`config.mk`:
```
export PLATFORM = sky130hd
export DESIGN_NAME = slrx_regs
export DESIGN_NICKNAME = d
export VERILOG_FILES = /design/src/rtl/slrx_pkg.sv /design/src/rtl/slrx_regs.sv
export SDC_FILE = /design/constraint.sdc
export NUM_CORES = 1
export LEC_CHECK = 0
export CORE_AREA = 2 2 335 337
export CTS_CLUSTER_SIZE = 16
export DETAILED_ROUTE_END_ITERATION = 8
export DIE_AREA = 0 0 337 339
export DONT_BUFFER_PORTS = 1
export PLACE_DENSITY = 0.36
export SYNTH_ARGS = -nofsm -noshare
export SYNTH_HDL_FRONTEND = slang
export SYNTH_SLANG_ARGS = --single-unit
```
`constraint.sdc`:
```
create_clock -name ref_clk_in -period 3.7 [get_ports ref_clk_in]
set_clock_uncertainty 0.1 [all_clocks]
set_input_delay 0.37 -clock ref_clk_in [delete_from_list [all_inputs] [get_ports ref_clk_in]]
set_output_delay 0.37 -clock ref_clk_in [all_outputs]
set_load 0.01 [all_outputs]
```
`src/rtl/slrx_pkg.sv`:
```
package slrx_pkg;

    // ------------------------------------------------------------
    // Register offsets
    // ------------------------------------------------------------
    localparam logic [11:0] OFF_TPL_CTRL = 12'h32C;
    localparam logic [11:0] OFF_TPL_REF_LOW = 12'h32D;
    localparam logic [11:0] OFF_TPL_REF_HIGH = 12'h32E;
    localparam logic [11:0] OFF_TPL_RESULT = 12'h32F;
    localparam logic [11:0] OFF_LINK_SETUP = 12'h333;
    localparam logic [11:0] OFF_LANE_INVERT = 12'h334;
    localparam logic [11:0] OFF_RX_DEVICE_ID = 12'h400;
    localparam logic [11:0] OFF_RX_BANK_ADJUST = 12'h401;
    localparam logic [11:0] OFF_RX_LANE_IDENTITY = 12'h402;
    localparam logic [11:0] OFF_RX_SCRAMBLE_LANES = 12'h403;
    localparam logic [11:0] OFF_RX_OCTETS_FRAME = 12'h404;

    // ------------------------------------------------------------
    // Field positions and reset values
    // ------------------------------------------------------------
    localparam int TPL_EN_BIT = 0;
    localparam int TPL_CLR_BIT = 1;
    localparam int TPL_CHAN_LSB = 2;
    localparam int TPL_SAMP_LSB = 4;
    localparam int SEL_W = 2;
    localparam int SAMPLE_W = 16;
    localparam logic [7:0] RESET_BYTE = 8'h00;
    localparam logic [7:0] READ_ZERO = 8'h00;

    // ------------------------------------------------------------
    // Carriers
    // ------------------------------------------------------------
    typedef struct packed {
        logic wr;
        logic rd;
        logic [11:0] addr;
        logic [7:0] wdata;
    } slrx_reg_req_t;

    typedef struct packed {
        logic [7:0] device_id;
        logic [3:0] adjust_resolution;
        logic [3:0] bank_id;
        logic adjust_direction;
        logic phase_adjust_request;
        logic [4:0] lane_id;
        logic scramble;
        logic [4:0] lanes_minus1;
        logic [7:0] octets_minus1;
    } slrx_link_params_t;

endpackage : slrx_pkg

```
`src/rtl/slrx_regs.sv`:
```
`timescale 1ns/1ps
// Contract
// - Upper reference byte comes from a read-write register resetting to zero.
// - Result bit reads 0 on match, 1 on mismatch of selected sample.
// - Each set lane invert bit inverts that logical lane's deserialized data.
// - Device identifier from lane 0 configuration captured in read-only register.
// - Bank identifier captured into low nibble of the bank register.
// - Adjust resolution captured into upper nibble; transmitter sends zero.
// - Adjust direction captured into bit 6 of lane identity; sent as zero.
// - Phase adjust request captured into bit 5 of lane identity; sent zero.
// - Lane identifier captured into bits 4:0; bit 7 reads zero.
// - Scrambling flag captured into bit 7; 1 means enabled.
// - Lane count minus one in 5-bit field; bits 6:5 read zero.
// - Octets per frame minus one in 8-bit field; only 0, 1, 3 sent.
// - Lower reference byte comes from its own read-write register.
// - A 2-bit channel select picks the converter under test.
// - A 2-bit sample select picks the sample within the frame.
// - Clear bit holds the result cleared; enable bit activates comparison.
module slrx_regs #(
    parameter int LANES = 8,
    parameter int LANE_W = 32,
    parameter int CHANNELS = 4,
    parameter int SAMPLES = 4
) (
    input wire logic ref_clk_in,
    input wire logic rst_n_in,
    input wire slrx_pkg::slrx_reg_req_t reg_req_in,
    output logic [7:0] reg_rdata_out,
    output logic reg_rvalid_out,
    input wire logic [LANES*LANE_W-1:0] lane_data_in,
    output logic [LANES*LANE_W-1:0] lane_data_out,
    input wire logic [CHANNELS*SAMPLES*slrx_pkg::SAMPLE_W-1:0] sample_data_in,
    input wire logic sample_valid_in,
    input wire logic link_params_valid_in,
    input wire slrx_pkg::slrx_link_params_t link_params_in,
    output logic [7:0] link_setup_out,
    output logic tpl_mismatch_flag_out
);
    import slrx_pkg::*;

    // ------------------------------------------------------------
    // State
    // ------------------------------------------------------------
    logic [7:0] tpl_ctrl;
    logic [7:0] tpl_ref_low_byte;
    logic [7:0] tpl_ref_high_byte;
    logic tpl_mismatch_flag;
    logic [7:0] link_setup;
    logic [7:0] lane_polarity_flip;
    slrx_link_params_t rx_params;
    logic [7:0] rdata;
    logic rvalid;
    logic [LANES*LANE_W-1:0] lane_data;

    logic [7:0] next_tpl_ctrl;
    logic [7:0] next_tpl_ref_low_byte;
    logic [7:0] next_tpl_ref_high_byte;
    logic next_tpl_mismatch_flag;
    logic [7:0] next_link_setup;
    logic [7:0] next_lane_polarity_flip;
    slrx_link_params_t next_rx_params;
    logic [7:0] next_rdata;
    logic next_rvalid;
    logic [LANES*LANE_W-1:0] next_lane_data;

    logic [SEL_W-1:0] tpl_channel_select;
    logic [SEL_W-1:0] tpl_sample_select;
    logic [2*SEL_W-1:0] sample_index;
    logic [SAMPLE_W-1:0] picked_sample;
    logic [SAMPLE_W-1:0] tpl_reference;

    logic wr_ctrl;
    logic wr_ref_low;
    logic wr_ref_high;
    logic wr_setup;
    logic wr_invert;
    logic [7:0] rd_ctrl_byte;
    logic [7:0] rd_result_byte;
    logic [7:0] rd_bank_byte;
    logic [7:0] rd_lane_byte;
    logic [7:0] rd_scramble_byte;

    // ------------------------------------------------------------
    // Sample pick for the transport test
    // ------------------------------------------------------------
    always_comb begin
        tpl_channel_select = tpl_ctrl[TPL_CHAN_LSB +: SEL_W];
        tpl_sample_select = tpl_ctrl[TPL_SAMP_LSB +: SEL_W];
        sample_index = {tpl_channel_select, tpl_sample_select};
        picked_sample = sample_data_in[sample_index * SAMPLE_W +: SAMPLE_W];
    end

    // ------------------------------------------------------------
    // Test reference
    // ------------------------------------------------------------
    always_comb begin
        tpl_reference = {tpl_ref_high_byte, tpl_ref_low_byte};
    end

    // ------------------------------------------------------------
    // Write decode
    // ------------------------------------------------------------
    always_comb begin
        wr_ctrl = 1'b0;
        wr_ref_low = 1'b0;
        wr_ref_high = 1'b0;
        wr_setup = 1'b0;
        wr_invert = 1'b0;
        if (reg_req_in.wr) begin
            unique case (reg_req_in.addr)
                OFF_TPL_CTRL: wr_ctrl = 1'b1;
                OFF_TPL_REF_LOW: wr_ref_low = 1'b1;
                OFF_TPL_REF_HIGH: wr_ref_high = 1'b1;
                OFF_LINK_SETUP: wr_setup = 1'b1;
                OFF_LANE_INVERT: wr_invert = 1'b1;
                default: ;
            endcase
        end
    end

    // ------------------------------------------------------------
    // Test control next values
    // ------------------------------------------------------------
    always_comb begin
        next_tpl_ctrl = tpl_ctrl;
        next_tpl_ref_low_byte = tpl_ref_low_byte;
        next_tpl_ref_high_byte = tpl_ref_high_byte;
        if (wr_ctrl) begin
            next_tpl_ctrl = reg_req_in.wdata;
        end
        if (wr_ref_low) begin
            next_tpl_ref_low_byte = reg_req_in.wdata;
        end
        if (wr_ref_high) begin
            next_tpl_ref_high_byte = reg_req_in.wdata;
        end
    end

    // ------------------------------------------------------------
    // Test control registers
    // ------------------------------------------------------------
    always_ff @(posedge ref_clk_in) begin
        if (!rst_n_in) begin
            tpl_ctrl <= RESET_BYTE;
            tpl_ref_low_byte <= RESET_BYTE;
            tpl_ref_high_byte <= RESET_BYTE;
        end else begin
            tpl_ctrl <= next_tpl_ctrl;
            tpl_ref_low_byte <= next_tpl_ref_low_byte;
            tpl_ref_high_byte <= next_tpl_ref_high_byte;
        end
    end

    // ------------------------------------------------------------
    // Link setup next values
    // ------------------------------------------------------------
    always_comb begin
        next_link_setup = link_setup;
        next_lane_polarity_flip = lane_polarity_flip;
        if (wr_setup) begin
            next_link_setup = reg_req_in.wdata;
        end
        if (wr_invert) begin
            next_lane_polarity_flip = reg_req_in.wdata;
        end
    end

    // ------------------------------------------------------------
    // Link setup registers
    // ------------------------------------------------------------
    always_ff @(posedge ref_clk_in) begin
        if (!rst_n_in) begin
            link_setup <= RESET_BYTE;
            lane_polarity_flip <= RESET_BYTE;
        end else begin
            link_setup <= next_link_setup;
            lane_polarity_flip <= next_lane_polarity_flip;
        end
    end

    // ------------------------------------------------------------
    // Test result next value
    // ------------------------------------------------------------
    always_comb begin
        next_tpl_mismatch_flag = tpl_mismatch_flag;
        if (tpl_ctrl[TPL_CLR_BIT]) begin
            next_tpl_mismatch_flag = 1'b0;
        end else if (tpl_ctrl[TPL_EN_BIT] && sample_valid_in) begin
            next_tpl_mismatch_flag = (picked_sample != tpl_reference);
        end
    end

    // ------------------------------------------------------------
    // Test result register
    // ------------------------------------------------------------
    always_ff @(posedge ref_clk_in) begin
        if (!rst_n_in) begin
            tpl_mismatch_flag <= 1'b0;
        end else begin
            tpl_mismatch_flag <= next_tpl_mismatch_flag;
        end
    end

    // ------------------------------------------------------------
    // Captured link parameters
    // ------------------------------------------------------------
    always_comb begin
        next_rx_params = rx_params;
        if (link_params_valid_in) begin
            next_rx_params = link_params_in;
        end
    end

    // ------------------------------------------------------------
    // Lane inversion
    // ------------------------------------------------------------
    always_comb begin
        next_lane_data = lane_data_in;
        for (int i = 0; i < LANES; i++) begin
            if (i < 8 && lane_polarity_flip[i]) begin
                next_lane_data[i*LANE_W +: LANE_W] = ~lane_data_in[i*LANE_W +: LANE_W];
            end
        end
    end

    // ------------------------------------------------------------
    // Read path
    // ------------------------------------------------------------
    always_comb begin
        next_rvalid = reg_req_in.rd;
        next_rdata = READ_ZERO;
        if (reg_req_in.rd) begin
            unique case (reg_req_in.addr)
                OFF_TPL_CTRL: next_rdata = rd_ctrl_byte;
                OFF_TPL_REF_LOW: next_rdata = tpl_ref_low_byte;
                OFF_TPL_REF_HIGH: next_rdata = tpl_ref_high_byte;
                OFF_TPL_RESULT: next_rdata = rd_result_byte;
                OFF_LINK_SETUP: next_rdata = link_setup;
                OFF_LANE_INVERT: next_rdata = lane_polarity_flip;
                OFF_RX_DEVICE_ID: next_rdata = rx_params.device_id;
                OFF_RX_BANK_ADJUST: next_rdata = rd_bank_byte;
                OFF_RX_LANE_IDENTITY: next_rdata = rd_lane_byte;
                OFF_RX_SCRAMBLE_LANES: next_rdata = rd_scramble_byte;
                OFF_RX_OCTETS_FRAME: next_rdata = rx_params.octets_minus1;
                default: next_rdata = READ_ZERO;
            endcase
        end
    end

    // ------------------------------------------------------------
    // Read byte assembly
    // ------------------------------------------------------------
    always_comb begin
        rd_ctrl_byte = {2'h0, tpl_ctrl[5:0]};
        rd_result_byte = {7'h00, tpl_mismatch_flag};
        rd_bank_byte = {rx_params.adjust_resolution, rx_params.bank_id};
        rd_lane_byte = {1'b0, rx_params.adjust_direction, rx_params.phase_adjust_request,
            rx_params.lane_id};
        rd_scramble_byte = {rx_params.scramble, 2'h0, rx_params.lanes_minus1};
    end

    // ------------------------------------------------------------
    // Read registers
    // ------------------------------------------------------------
    always_ff @(posedge ref_clk_in) begin
        if (!rst_n_in) begin
            rdata <= RESET_BYTE;
            rvalid <= 1'b0;
        end else begin
            rdata <= next_rdata;
            rvalid <= next_rvalid;
        end
    end

    // ------------------------------------------------------------
    // Captured link parameter registers
    // ------------------------------------------------------------
    always_ff @(posedge ref_clk_in) begin
        if (!rst_n_in) begin
            rx_params <= '0;
        end else begin
            rx_params <= next_rx_params;
        end
    end

    // ------------------------------------------------------------
    // Lane data registers
    // ------------------------------------------------------------
    always_ff @(posedge ref_clk_in) begin
        if (!rst_n_in) begin
            lane_data <= '0;
        end else begin
            lane_data <= next_lane_data;
        end
    end

    assign reg_rdata_out = rdata;
    assign reg_rvalid_out = rvalid;
    assign lane_data_out = lane_data;
    assign link_setup_out = link_setup;
    assign tpl_mismatch_flag_out = tpl_mismatch_flag;

endmodule : slrx_regs

```
# Word-level counts from Yosys, hierarchy flattened

Index checks and enable logic that the tools add are counted.
W data, S select, Z words.

Add/sub/neg operators: 0
Multiply operators: 0
Div/mod/pow operators: 0
Order comparisons: 0
Equal/unequal tests: 12
Shift-type cells: 1
Mux-type cells: 19
Bitwise operators: 9
Reductions and logical operators: 3

Operators with widths:

| kind                   | count |
|---|---|
| $mux W32               | 8 |
| $not A32 Y32           | 8 |
| $shiftx A256 B9 Y16    | 1 |
| $pmux W8 S11           | 1 |
| $eq A12 B10 Y1 const B | 6 |
| $eq A12 B11 Y1 const B | 5 |
| $ne A16 B16 Y1         | 1 |
| $mux W1                | 10 |
| $reduce_and A2 Y1      | 1 |
| $reduce_or A2 Y1       | 1 |
| $logic_and A1 B1 Y1    | 1 |
| $not A1 Y1             | 1 |

Bits in registers: 341
Latch bits: 0
RAM bits: 0
ROM bits: 0
Output and inout bits: 274
Logic and storage cells: 62
Memories: 0

# Longest topological paths before layout

Gate-level depths: netlist of run 1.

Depth after elaboration: 3
Depth in mapped cells: 11

# Least setup slack after synthesis of run 1

OpenSTA, ideal clock, no wires.

Path type: reg-to-reg
Start point: register tpl_ctrl[4]
End point: register tpl_mismatch_flag (netlist: tpl_mismatch_flag_out)
Data arrival time: 2.195 ns
Data required time: 3.485 ns
Setup slack: 1.290 ns
Stages on the path, launching flop included: 9
Buffers on the path: 2
Clock period less this slack: 2.410 ns
Cells stage by stage: dfxtp_1 > buf_6 > buf_2 > mux4_2 > xnor2_1 > nand4_1 > a2111oi_0 > nand4_1 > o21a_1

Word-level cells in the longest chain between the ends: 2

RTL lines:

| item                     | RTL line         | source |
|---|---|---|
| start: declaration       | slrx_regs.sv:44  | `logic [7:0] tpl_ctrl;` |
| start signal: assignment | slrx_regs.sv:148 | `tpl_ctrl <= next_tpl_ctrl;` |
| $shiftx A256 B9 Y16      | slrx_regs.sv:90  | `picked_sample = sample_data_in[sample_index * SAMPLE_W +: SAMPLE_W];` |
| $ne A16 B16 Y1           | slrx_regs.sv:189 | `next_tpl_mismatch_flag = (picked_sample != tpl_reference);` |
| end signal: assignment   | slrx_regs.sv:200 | `tpl_mismatch_flag <= next_tpl_mismatch_flag;` |
| end: declaration         | slrx_regs.sv:47  | `logic tpl_mismatch_flag;` |

Every way passes these cells.
A chain may end at the register's enable or synchronous reset.

# Worst setup path after layout of run 1

Ends and elaborated chain as after synthesis.

==> reports/metrics.yaml, run 1 <==
yosys:
  synth_nets: 1968
  synth_cells: 1393
  synth.cell_area_mm2: 0.0152
  synth_seq_cells: 341
  ys_async_sr_fraction_pct: 0
  synth_edf_count: 0
  postSynthAreaPerCell_um2: 10.9
  ys.warnings.count: 0
  synth-main-ff-cell: "dfxtp_1"
  yosysSeqAreaShare_pct: 44.9
  synth.distinct_cells: 49
timing:
  finalCriticalPeriod_ns: 2.95
  max_slew_margin_pct: 24.1
  hold_violations: 0
  clock.fmax_mhz: 339
  fin_crit_sh_pct: 79.6
  rsz0062_at_grt: "no"
  finalSetupViolCount: 0
  drv_slew: 0
  worst_slew_pin_slew_ns: 1.14
  finalSetupTns_ns: 0
worst_hold_path:
  hp-class: "primary input to flop"
  min_path_cells: 4
  hold_end: "reg_rdata_out[0]$_SDFF_PN0_"
  min_from: "reg_req_in[12]"
pwr:
  power_density_mw_per_mm2: 435
  p_leak_nw: 8.66
  pwr-share-comb_pct: 8.4
  seq_power_share_pct: 42.2
  sw_frac_of_total_pct: 24.7
  power.switching_mw: 2.36
  p_int_mw: 7.19
  clkPwrFrac_pct: 49.4
  peakVddDrop_mv: 0.320
setup_path:
  critPathRequiredTime_ns: 4.11
  arrival_ns: 3.35
  reg2reg_depth: 8
  cp-start-kind: "flop"
  worst-setup-path-type: "flop to flop"
  reg2reg_to: "tpl_mismatch_flag_out$_SDFFE_PP0P_"
  end_kind: "flop"
  timing.rr.start: "tpl_ctrl[4]$_SDFFE_PN0P_"
  max_stage_delay_ns: 0.62
  slowest_stage: "mux4_2"
  worstPathCellList: "buf_12, mux4_2, nor2_1, a221oi_1, a221o_1, a21oi_1, nand4_1, o21a_1"
  regToRegSetupSlack_ns: 0.75
  crit_fanout: 64
cts:
  cts.sinks: 341
  clock_latency_ns: 0.60
  h-tree-depth: 2
  cts_setup_buffers: 0
  cts_resized: 0
  cts_root_buf: "clkbuf_16"
  cts_tree: "built"
  cts_made_buffers: 46
  clk_pin_slew_worst_paths_ns: 0.06
  clock_path_buffers: 3
die:
  io_pins: 849
  die_width_um: 337
  dieArea_mm2: 0.114
  fp.dieH_um: 339
  start_util_pct: 13.8
  core-area_mm2: 0.110
  num_rows: 122
route:
  via_per_inst: 3.63
  drtAntennaViolNets: 0
  drc: 0
  wirelength_mm: 76.9
  drt-initial-drc-count: 513
  via_count: 11757
  firstDrtPassIters: 6
  drt-wirelength-per-cell_um: 23.7
grt:
  gr-total-overflow: 0
  grt_pass1_vias: 12613
  antenna_found_initial: 47
  grt_pass1_wl_mm: 102
  track_usage_pct: 12.9
  grt_max_degree: 319
cells_and_area:
  layout-drive-gt1-share_pct: 10.4
  fin_util_pct: 19.9
  nNetsFinal: 2276
  area_growth_syn_to_layout_pct: 44.1
place:
  portBuffers: 0
  dp.final_hpwl_mm: 58.7
  gp_congestion: 0.868
job:
  drv_cap: 0
outcome:
  status: "finished clean"
layer usage:
layer  track usage (%)  vias up  share of wire [%]
met2              24.2      626                 52
li1                  -     5257                  -
met4              3.94       10                3.2
met3              3.14      149                7.0
met5                 0        -              0.077
met1              14.0     5715                 37
synthesized netlist by cell type (2+ instances only):
master | n | area [um2]
o221ai_1 | 2 | 17.5
xnor2_1 | 9 | 78.8
a221o_1 | 2 | 20.0
a21boi_0 | 25 | 188
inv_1 | 4 | 15.0
a22o_1 | 2 | 17.5
nor2b_1 | 56 | 350
a2bb2oi_1 | 2 | 17.5
mux4_2 | 67 | 1510
o21ai_0 | 11 | 55.1
nor3_1 | 2 | 10.0
a21oi_1 | 12 | 60.1
nand2b_1 | 5 | 31.3
o22ai_1 | 5 | 31.3
buf_1 | 10 | 37.5
buf_6 | 5 | 56.3
or4_1 | 2 | 15.0
a22oi_1 | 13 | 97.6
mux2i_1 | 85 | 851
nand4_1 | 3 | 18.8
nor4_2 | 2 | 25.0
nor2_1 | 8 | 30.0
and2_1 | 257 | 1610
nand2_1 | 53 | 199
a31oi_1 | 3 | 18.8
clkbuf_1 | 86 | 323
buf_2 | 6 | 30.0
dfxtp_1 | 341 | 6830
nor3_2 | 2 | 20.0
a222oi_1 | 7 | 70.1
buf_4 | 2 | 15.0
nand3_1 | 18 | 90.1
nor3b_1 | 2 | 15.0
xor2_1 | 269 | 2360
critical path, delay by kind of cell, from the launching register on:
family | cells | cell delay, ns
AOI/OAI and AO/OA | 4 | 0.88
DFF | 1 | 0.44
buffers and inverters | 1 | 0.40
and+or+nand+nor | 2 | 0.28
muxes | 1 | 0.62
sequential cells by signal, indices dropped and copies added (netlist names):
signal	flops
link_setup_out	8
lane_polarity_flip	8
rx_params	16
rd_bank_byte	8
lane_data_out	256
tpl_ref_high_byte	8
tpl_mismatch_flag_out	1
rd_lane_byte	7
rd_scramble_byte	6
tpl_ctrl	6
reg_rdata_out	8
reg_rvalid_out	1
tpl_ref_low_byte	8
metrics by stage:
stage                     power (mW)  hold slack, ns  area (um2)  setup WS (ns)  cells
after detailed placement        4.49           0.400       16800          0.644   2794
after global routing            9.96          0.0512       21900          0.484   3234
after CTS                       9.77        0.000551       21900          0.624   3223
after floorplan                 4.40           0.363       15200           1.29   1393
final                           9.54          0.0789       21900          0.754   3238
after global placement          4.49           0.388       16800          0.588   2794
power by group through the flow:
stage	Sequential, mW	Combinational (mW)	Clock (mW)
3_5_place_dp	4.11	0.382	0
6_report	4.03	0.798	4.72
5_1_grt	4.04	0.867	5.06
2_1_floorplan	4.05	0.352	0
4_1_cts	4.03	0.806	4.93
3_3_place_gp	4.12	0.375	0
worst max path at each step:
stage / startpoint / end / slack [ns] / depth (start not counted)
5_1_grt: tpl_ctrl[4]$_SDFFE_PN0P_ / tpl_mismatch_flag_out$_SDFFE_PP0P_ / 0.48 / 9
3_5_place_dp: tpl_ctrl[4]$_SDFFE_PN0P_ / tpl_mismatch_flag_out$_SDFFE_PP0P_ / 0.64 / 8
4_1_cts: tpl_ctrl[4]$_SDFFE_PN0P_ / tpl_mismatch_flag_out$_SDFFE_PP0P_ / 0.62 / 8
3_3_place_gp: tpl_ctrl[4]$_SDFFE_PN0P_ / tpl_mismatch_flag_out$_SDFFE_PP0P_ / 0.59 / 9
6_report: tpl_ctrl[4]$_SDFFE_PN0P_ / tpl_mismatch_flag_out$_SDFFE_PP0P_ / 0.75 / 8
2_1_floorplan: tpl_ctrl[4]$_SDFFE_PN0P_ / tpl_mismatch_flag_out$_SDFFE_PP0P_ / 1.29 / 8
placed cells by master (no fill, tap or decap), types with 10 or more instances in the layout:
master           n
buf_4           21
a21oi_1         12
nor2b_1         56
xor2_1         269
a22oi_1         13
diode_2         15
nand3_1         18
nand2_1         53
mux4_2          67
mux2i_1         85
and2_1         257
clkbuf_16       46
dlygate4sd3_1  346
dfxtp_2         10
dfxtp_1        330
a21boi_0        25
o21ai_0         11
cells by family after synthesis:
logic type	after synthesis	synth area share (%)
AND/OR/NAND/NOR	417	16.2
flip-flops	341	44.9
XOR/XNOR	278	16.0
multiplexers	152	15.5
buffers and inverters	113	3.13
AO/OA/AOI/OAI	92	4.32
timing repair:
action,CTS,global route
hold buffers,347,0
endpoints found under the setup margin,0,0
endpoints found under the hold margin,333,0
layout make-up:
type	instances	area [um2]
Inverter	4	15.0
Clock inverter	22	319
Fill cell	12040	88400
Antenna cell	15	37.5
Multi-Input combinational cell	939	7920
Sequential cell	341	6840
Clock buffer	60	1260
Timing Repair Buffer	369	3670
Tap cell	1488	1860
(Power assumes the default switching activity.)
==> run 2: changes to the inputs <==
- PLACE_DENSITY: 0.36 -> 0.37
- clock period: 3.7 -> 2.39 ns (I/O delays scaled with it)
==> reports/metrics.yaml, run 2 (synthesis results as in run 1) <==
setup_path:
  reg2reg_to: "tpl_mismatch_flag_out$_SDFFE_PP0P_"
  critPathRequiredTime_ns: 2.78
  max_stage_delay_ns: 0.50
  slowest_stage: "mux4_2"
  crit_path_end: "tpl_mismatch_flag_out$_SDFFE_PP0P_"
  crit_fanout: 7
  cp-start-kind: "flop"
  arrival_ns: 3.01
  reg2reg_depth: 10
  timing.rr.start: "tpl_ctrl[4]$_SDFFE_PN0P_"
  worstSetupStartpoint: "tpl_ctrl[4]$_SDFFE_PN0P_"
  worstPathCellList: "buf_12, buf_12, buf_6, mux4_2, mux2i_1, mux2i_1, xor2_1, nor4_2, o2111ai_1, o21a_1"
  worst-setup-path-type: "flop to flop"
  end_kind: "flop"
  regToRegSetupSlack_ns: -0.23
cells_and_area:
  layout-drive-gt1-share_pct: 13.0
  fin_area_mm2: 0.0230
  post_layout_nonfiller_instances: 3349
  n_fill_cell: 12001
  nNetsFinal: 2382
  layout_common_cells: "dlygate4sd3_1 (400), dfxtp_1 (329), xor2_1 (268), and2_1 (257), mux2i_1 (83)"
  layout_commonest_cell: "dlygate4sd3_1"
  largest_register_ff_count: 256
  area_growth_syn_to_layout_pct: 51.2
  fin_util_pct: 20.9
cts:
  cts_made_buffers: 43
  clock_path_buffers: 3
  cts_root_buf: "clkbuf_16"
  cts_tree: "built"
  cts.sinks: 341
  h-tree-depth: 2
  clk_pin_slew_worst_paths_ns: 0.06
  clock_latency_ns: 0.60
pwr:
  peakVddDrop_mv: 0.509
  power_density_mw_per_mm2: 614
  p_leak_nw: 9.40
route:
  drt-wirelength-per-cell_um: 23.1
  drc: 0
  drt-initial-drc-count: 533
  via_count: 12080
  wirelength_mm: 77.5
  drtAntennaViolNets: 0
  firstDrtPassIters: 5
  via_per_inst: 3.61
grt:
  gr-total-overflow: 0
  grt_pass1_wl_mm: 104
  grt_max_degree: 196
  track_usage_pct: 13.1
  antenna_found_initial: 57
  grt_pass1_vias: 12952
timing:
  fin_crit_sh_pct: 110
  clock.fmax_mhz: 381
  hold_violations: 0
  drv_slew: 0
  finalSetupTns_ns: -0.235
  fin_hold_ws_ns: 0.0870
  worst_slew_pin_slew_ns: 0.927
  finalSetupViolCount: 1
  max_slew_margin_pct: 38.2
  rsz0062_at_grt: "yes"
  finalWorstSetupSlack_ns: -0.235
  finalCriticalPeriod_ns: 2.62
place:
  placed_cells: 2843
  dp.final_hpwl_mm: 59.7
  portBuffers: 0
  place_area_mm2: 0.0173
  gp_congestion: 0.911
die:
  die_width_um: 337
  num_rows: 122
  start_util_pct: 13.8
  fp.dieH_um: 339
  dieArea_mm2: 0.114
  core-area_mm2: 0.110
  io_pins: 849
worst_hold_path:
  hp-class: "primary input to flop"
job:
  drv_cap: 0
outcome:
  status: "complete, but fails checks"
  violations: "negative setup slack"
==> run 2: what timing repair did <==
| item | CTS | global route |
|---|---|---|
| hold buffers | 401 | 0 |
| endpoints found under the hold margin | 336 | 0 |
| pin swaps | 2 | 1 |
| buffers inserted | 4 | 1 |
| cloned | 1 | 0 |
| setup endpoints to repair | 1 | 2 |
| resized for setup | 13 | 8 |
==> run 2: through the flow <==
step	total power, mW	setup slack [ns]
floorplan	6.82	0.0142
global placement	6.92	-0.427
detailed placement	6.93	-0.438
CTS	14.5	-0.251
global route	14.8	-0.388
finish	14.1	-0.235
==> run 2: final cells by class <==
class	count	area (um2)	area share [%]
Multi-Input combinational cell	939	7970	34.6
Sequential cell	341	6840	29.7
Timing Repair Buffer	478	4840	21.0
Tap cell	1488	1860	8.09
Clock buffer	59	1240	5.38
Clock inverter	16	189	0.821
Antenna cell	24	60.1	0.261
Inverter	4	15.0	0.0652
==> run 2: worst min-delay path by stage <==
stage                                          endpoint  cells past startpoint           start
after detailed placement  lane_data_out[103]$_SDFF_PN0_                      1        rst_n_in
after global placement    lane_data_out[103]$_SDFF_PN0_                      1        rst_n_in
after CTS                   reg_rdata_out[5]$_SDFF_PN0_                      3   reg_req_in[9]
after floorplan               reg_rvalid_out$_SDFF_PN0_                      1  reg_req_in[20]
final                       reg_rdata_out[2]$_SDFF_PN0_                      3   reg_req_in[8]
after global routing           tpl_ctrl[4]$_SDFFE_PN0P_                      4   reg_req_in[9]
==> run 2: per-layer routing <==
metal	vias to the layer above	share of wire, %	global-route usage, %
met2	604	54	25.3
met1	5849	35	13.3
met5	-	0.057	0
met3	145	7.4	3.60
met4	6	3.1	4.06
li1	5476	-	-
==> run 2: worst max-delay path, delay by kind of cell (launching register included) <==
kind                      cells  cell delay, ns
xor gates and xnor gates      1            0.15
buffers and inverters         3            0.42
AOI/OAI and AO/OA             2            0.34
DFF                           1            0.45
muxes                         3            0.76
and+or+nand+nor               1            0.29
==> run 2: where the power goes <==
group / internal [mW] / leakage, nW / switching, mW / total (mW)
registers: 5.96 / 2.83 / 0.266 / 6.22
logic: 0.791 / 5.87 / 0.418 / 1.21
clock network: 3.96 / 0.698 / 2.74 / 6.70
==> run 3: changes to the inputs <==
- PLACE_DENSITY: 0.37 -> 0.39
- clock period: 2.39 -> 2.4 ns (I/O delays scaled with it)
==> reports/metrics.yaml, run 3 (synthesis results as in run 1) <==
outcome:
  status: "complete, but fails checks"
  violations: "negative setup slack"
timing:
  finalCriticalPeriod_ns: 2.58
  clock.fmax_mhz: 387
  worst_slew_pin_slew_ns: 0.844
  drv_slew: 0
  fin_crit_sh_pct: 108
  rsz0062_at_grt: "yes"
  finalWorstSetupSlack_ns: -0.183
  hold_violations: 0
  max_slew_margin_pct: 43.7
  finalSetupViolCount: 2
setup_path:
  arrival_ns: 2.98
  worstSetupStartpoint: "tpl_ctrl[4]$_SDFFE_PN0P_"
  crit_path_frequent_cell: "mux2i_1"
  reg2reg_to: "tpl_mismatch_flag_out$_SDFFE_PP0P_"
  worstPathCellList: "buf_12, buf_8, buf_4, mux4_2, mux2i_1, mux2i_1, xor2_1, nor4_2, o2111ai_1, o21a_1"
  reg2reg_depth: 10
  crit_fanout: 7
  max_stage_delay_ns: 0.51
  crit_path_end: "tpl_mismatch_flag_out$_SDFFE_PP0P_"
  slowest_stage: "mux4_2"
  end_kind: "flop"
  critPathRequiredTime_ns: 2.80
  timing.rr.start: "tpl_ctrl[4]$_SDFFE_PN0P_"
  worst-setup-path-type: "flop to flop"
  regToRegSetupSlack_ns: -0.18
  cp-start-kind: "flop"
place:
  gp_congestion: 0.885
  placed_cells: 2835
  dp.final_hpwl_mm: 60.4
  portBuffers: 0
cells_and_area:
  layout_commonest_cell: "dlygate4sd3_1"
  layout_common_cells: "dlygate4sd3_1 (384), dfxtp_1 (330), xor2_1 (268), and2_1 (257), mux2i_1 (83)"
  nNetsFinal: 2364
  largest_register_ff_count: 256
  fin_util_pct: 20.8
  n_fill_cell: 11995
  layout-drive-gt1-share_pct: 13.6
  post_layout_nonfiller_instances: 3328
  area_growth_syn_to_layout_pct: 50.8
grt:
  grt_max_degree: 197
  track_usage_pct: 13.2
  grt_pass1_wl_mm: 105
  antenna_found_initial: 56
  grt_pass1_vias: 12968
  gr-total-overflow: 0
route:
  drt-wirelength-per-cell_um: 23.7
  drtAntennaViolNets: 0
  via_per_inst: 3.62
  drt-initial-drc-count: 481
  wirelength_mm: 78.9
  firstDrtPassIters: 6
  drc: 0
  via_count: 12061
die:
  core-area_mm2: 0.110
  start_util_pct: 13.8
  fp.dieH_um: 339
  num_rows: 122
  die_width_um: 337
  dieArea_mm2: 0.114
  io_pins: 849
cts:
  cts_tree: "built"
  cts.sinks: 341
  h-tree-depth: 2
  clock_latency_ns: 0.60
  cts_made_buffers: 44
  clock_path_buffers: 3
  clk_pin_slew_worst_paths_ns: 0.07
  cts_root_buf: "clkbuf_16"
pwr:
  finalPower_mw: 14.4
  p_leak_nw: 9.38
  peakVddDrop_mv: 0.426
  power_density_mw_per_mm2: 626
job:
  drv_cap: 0
worst_hold_path:
  hp-class: "primary input to flop"
[run 3: what timing repair did]
item	4_1_cts	5_1_grt
hold buffers	385	0
setup buffers	10	0
hold endpoints to repair	337	0
resized for setup	16	9
pin swaps	4	2
gates cloned	1	0
endpoints found under the setup margin	1	5
[run 3: worst max-delay path: cells and delay by family, from the launching register on]
kind,cells,cell delay (ns)
xor gates and xnor gates,1,0.18
muxes,3,0.77
DFF,1,0.39
and+or+nand+nor,1,0.29
AOI/OAI and AO/OA,2,0.36
buffers and inverters,3,0.40
[run 3: layout make-up]
type                            instances  area, um2  area share, %
Inverter                                4       15.0         0.0654
Antenna cell                           16       40.0          0.174
Tap cell                             1488       1860           8.11
Sequential cell                       341       6840           29.8
Multi-Input combinational cell        939       7980           34.8
Clock inverter                         24        280           1.22
Clock buffer                           57       1250           5.45
Timing Repair Buffer                  459       4680           20.4
[run 3: where the power goes]
group / internal [mW] / switching [mW]
sequential: 5.93 / 0.266
combinational: 0.759 / 0.413
clock: 4.15 / 2.84
[run 3: worst min-delay path by stage]
stage,from,end,slack [ns],cells past startpoint
2_1_floorplan,reg_req_in[20],reg_rvalid_out$_SDFF_PN0_,0.29,1
3_3_place_gp,rst_n_in,lane_data_out[81]$_SDFF_PN0_,0.29,1
3_5_place_dp,rst_n_in,lane_data_out[66]$_SDFF_PN0_,0.29,1
4_1_cts,reg_req_in[8],reg_rdata_out[3]$_SDFF_PN0_,0.01,3
5_1_grt,reg_req_in[8],reg_rdata_out[3]$_SDFF_PN0_,0.05,3
6_report,reg_req_in[8],reg_rdata_out[3]$_SDFF_PN0_,0.05,3
[run 3: per-layer routing]
layer | up-vias | GRT usage, % | routed length [um]
met4 | 14 | 3.59 | 2270
met3 | 160 | 3.60 | 5650
li1 | 5432 | - | -
met1 | 5852 | 13.7 | 28100
met2 | 603 | 25.7 | 42800
met5 | - | 0 | 94
[run 3: through the flow]
stage | TNS (ns) | hold WS [ns] | setup slack (ns) | cell area, um2
2_1_floorplan | 0 | 0.286 | 0.00539 | 15200
3_5_place_dp | -0.466 | 0.295 | -0.466 | 17300
3_3_place_gp | -0.449 | 0.287 | -0.449 | 17300
6_report | -0.192 | 0.0512 | -0.183 | 22900
5_1_grt | -0.344 | 0.0466 | -0.315 | 22900
4_1_cts | -0.206 | 0.0150 | -0.206 | 22900
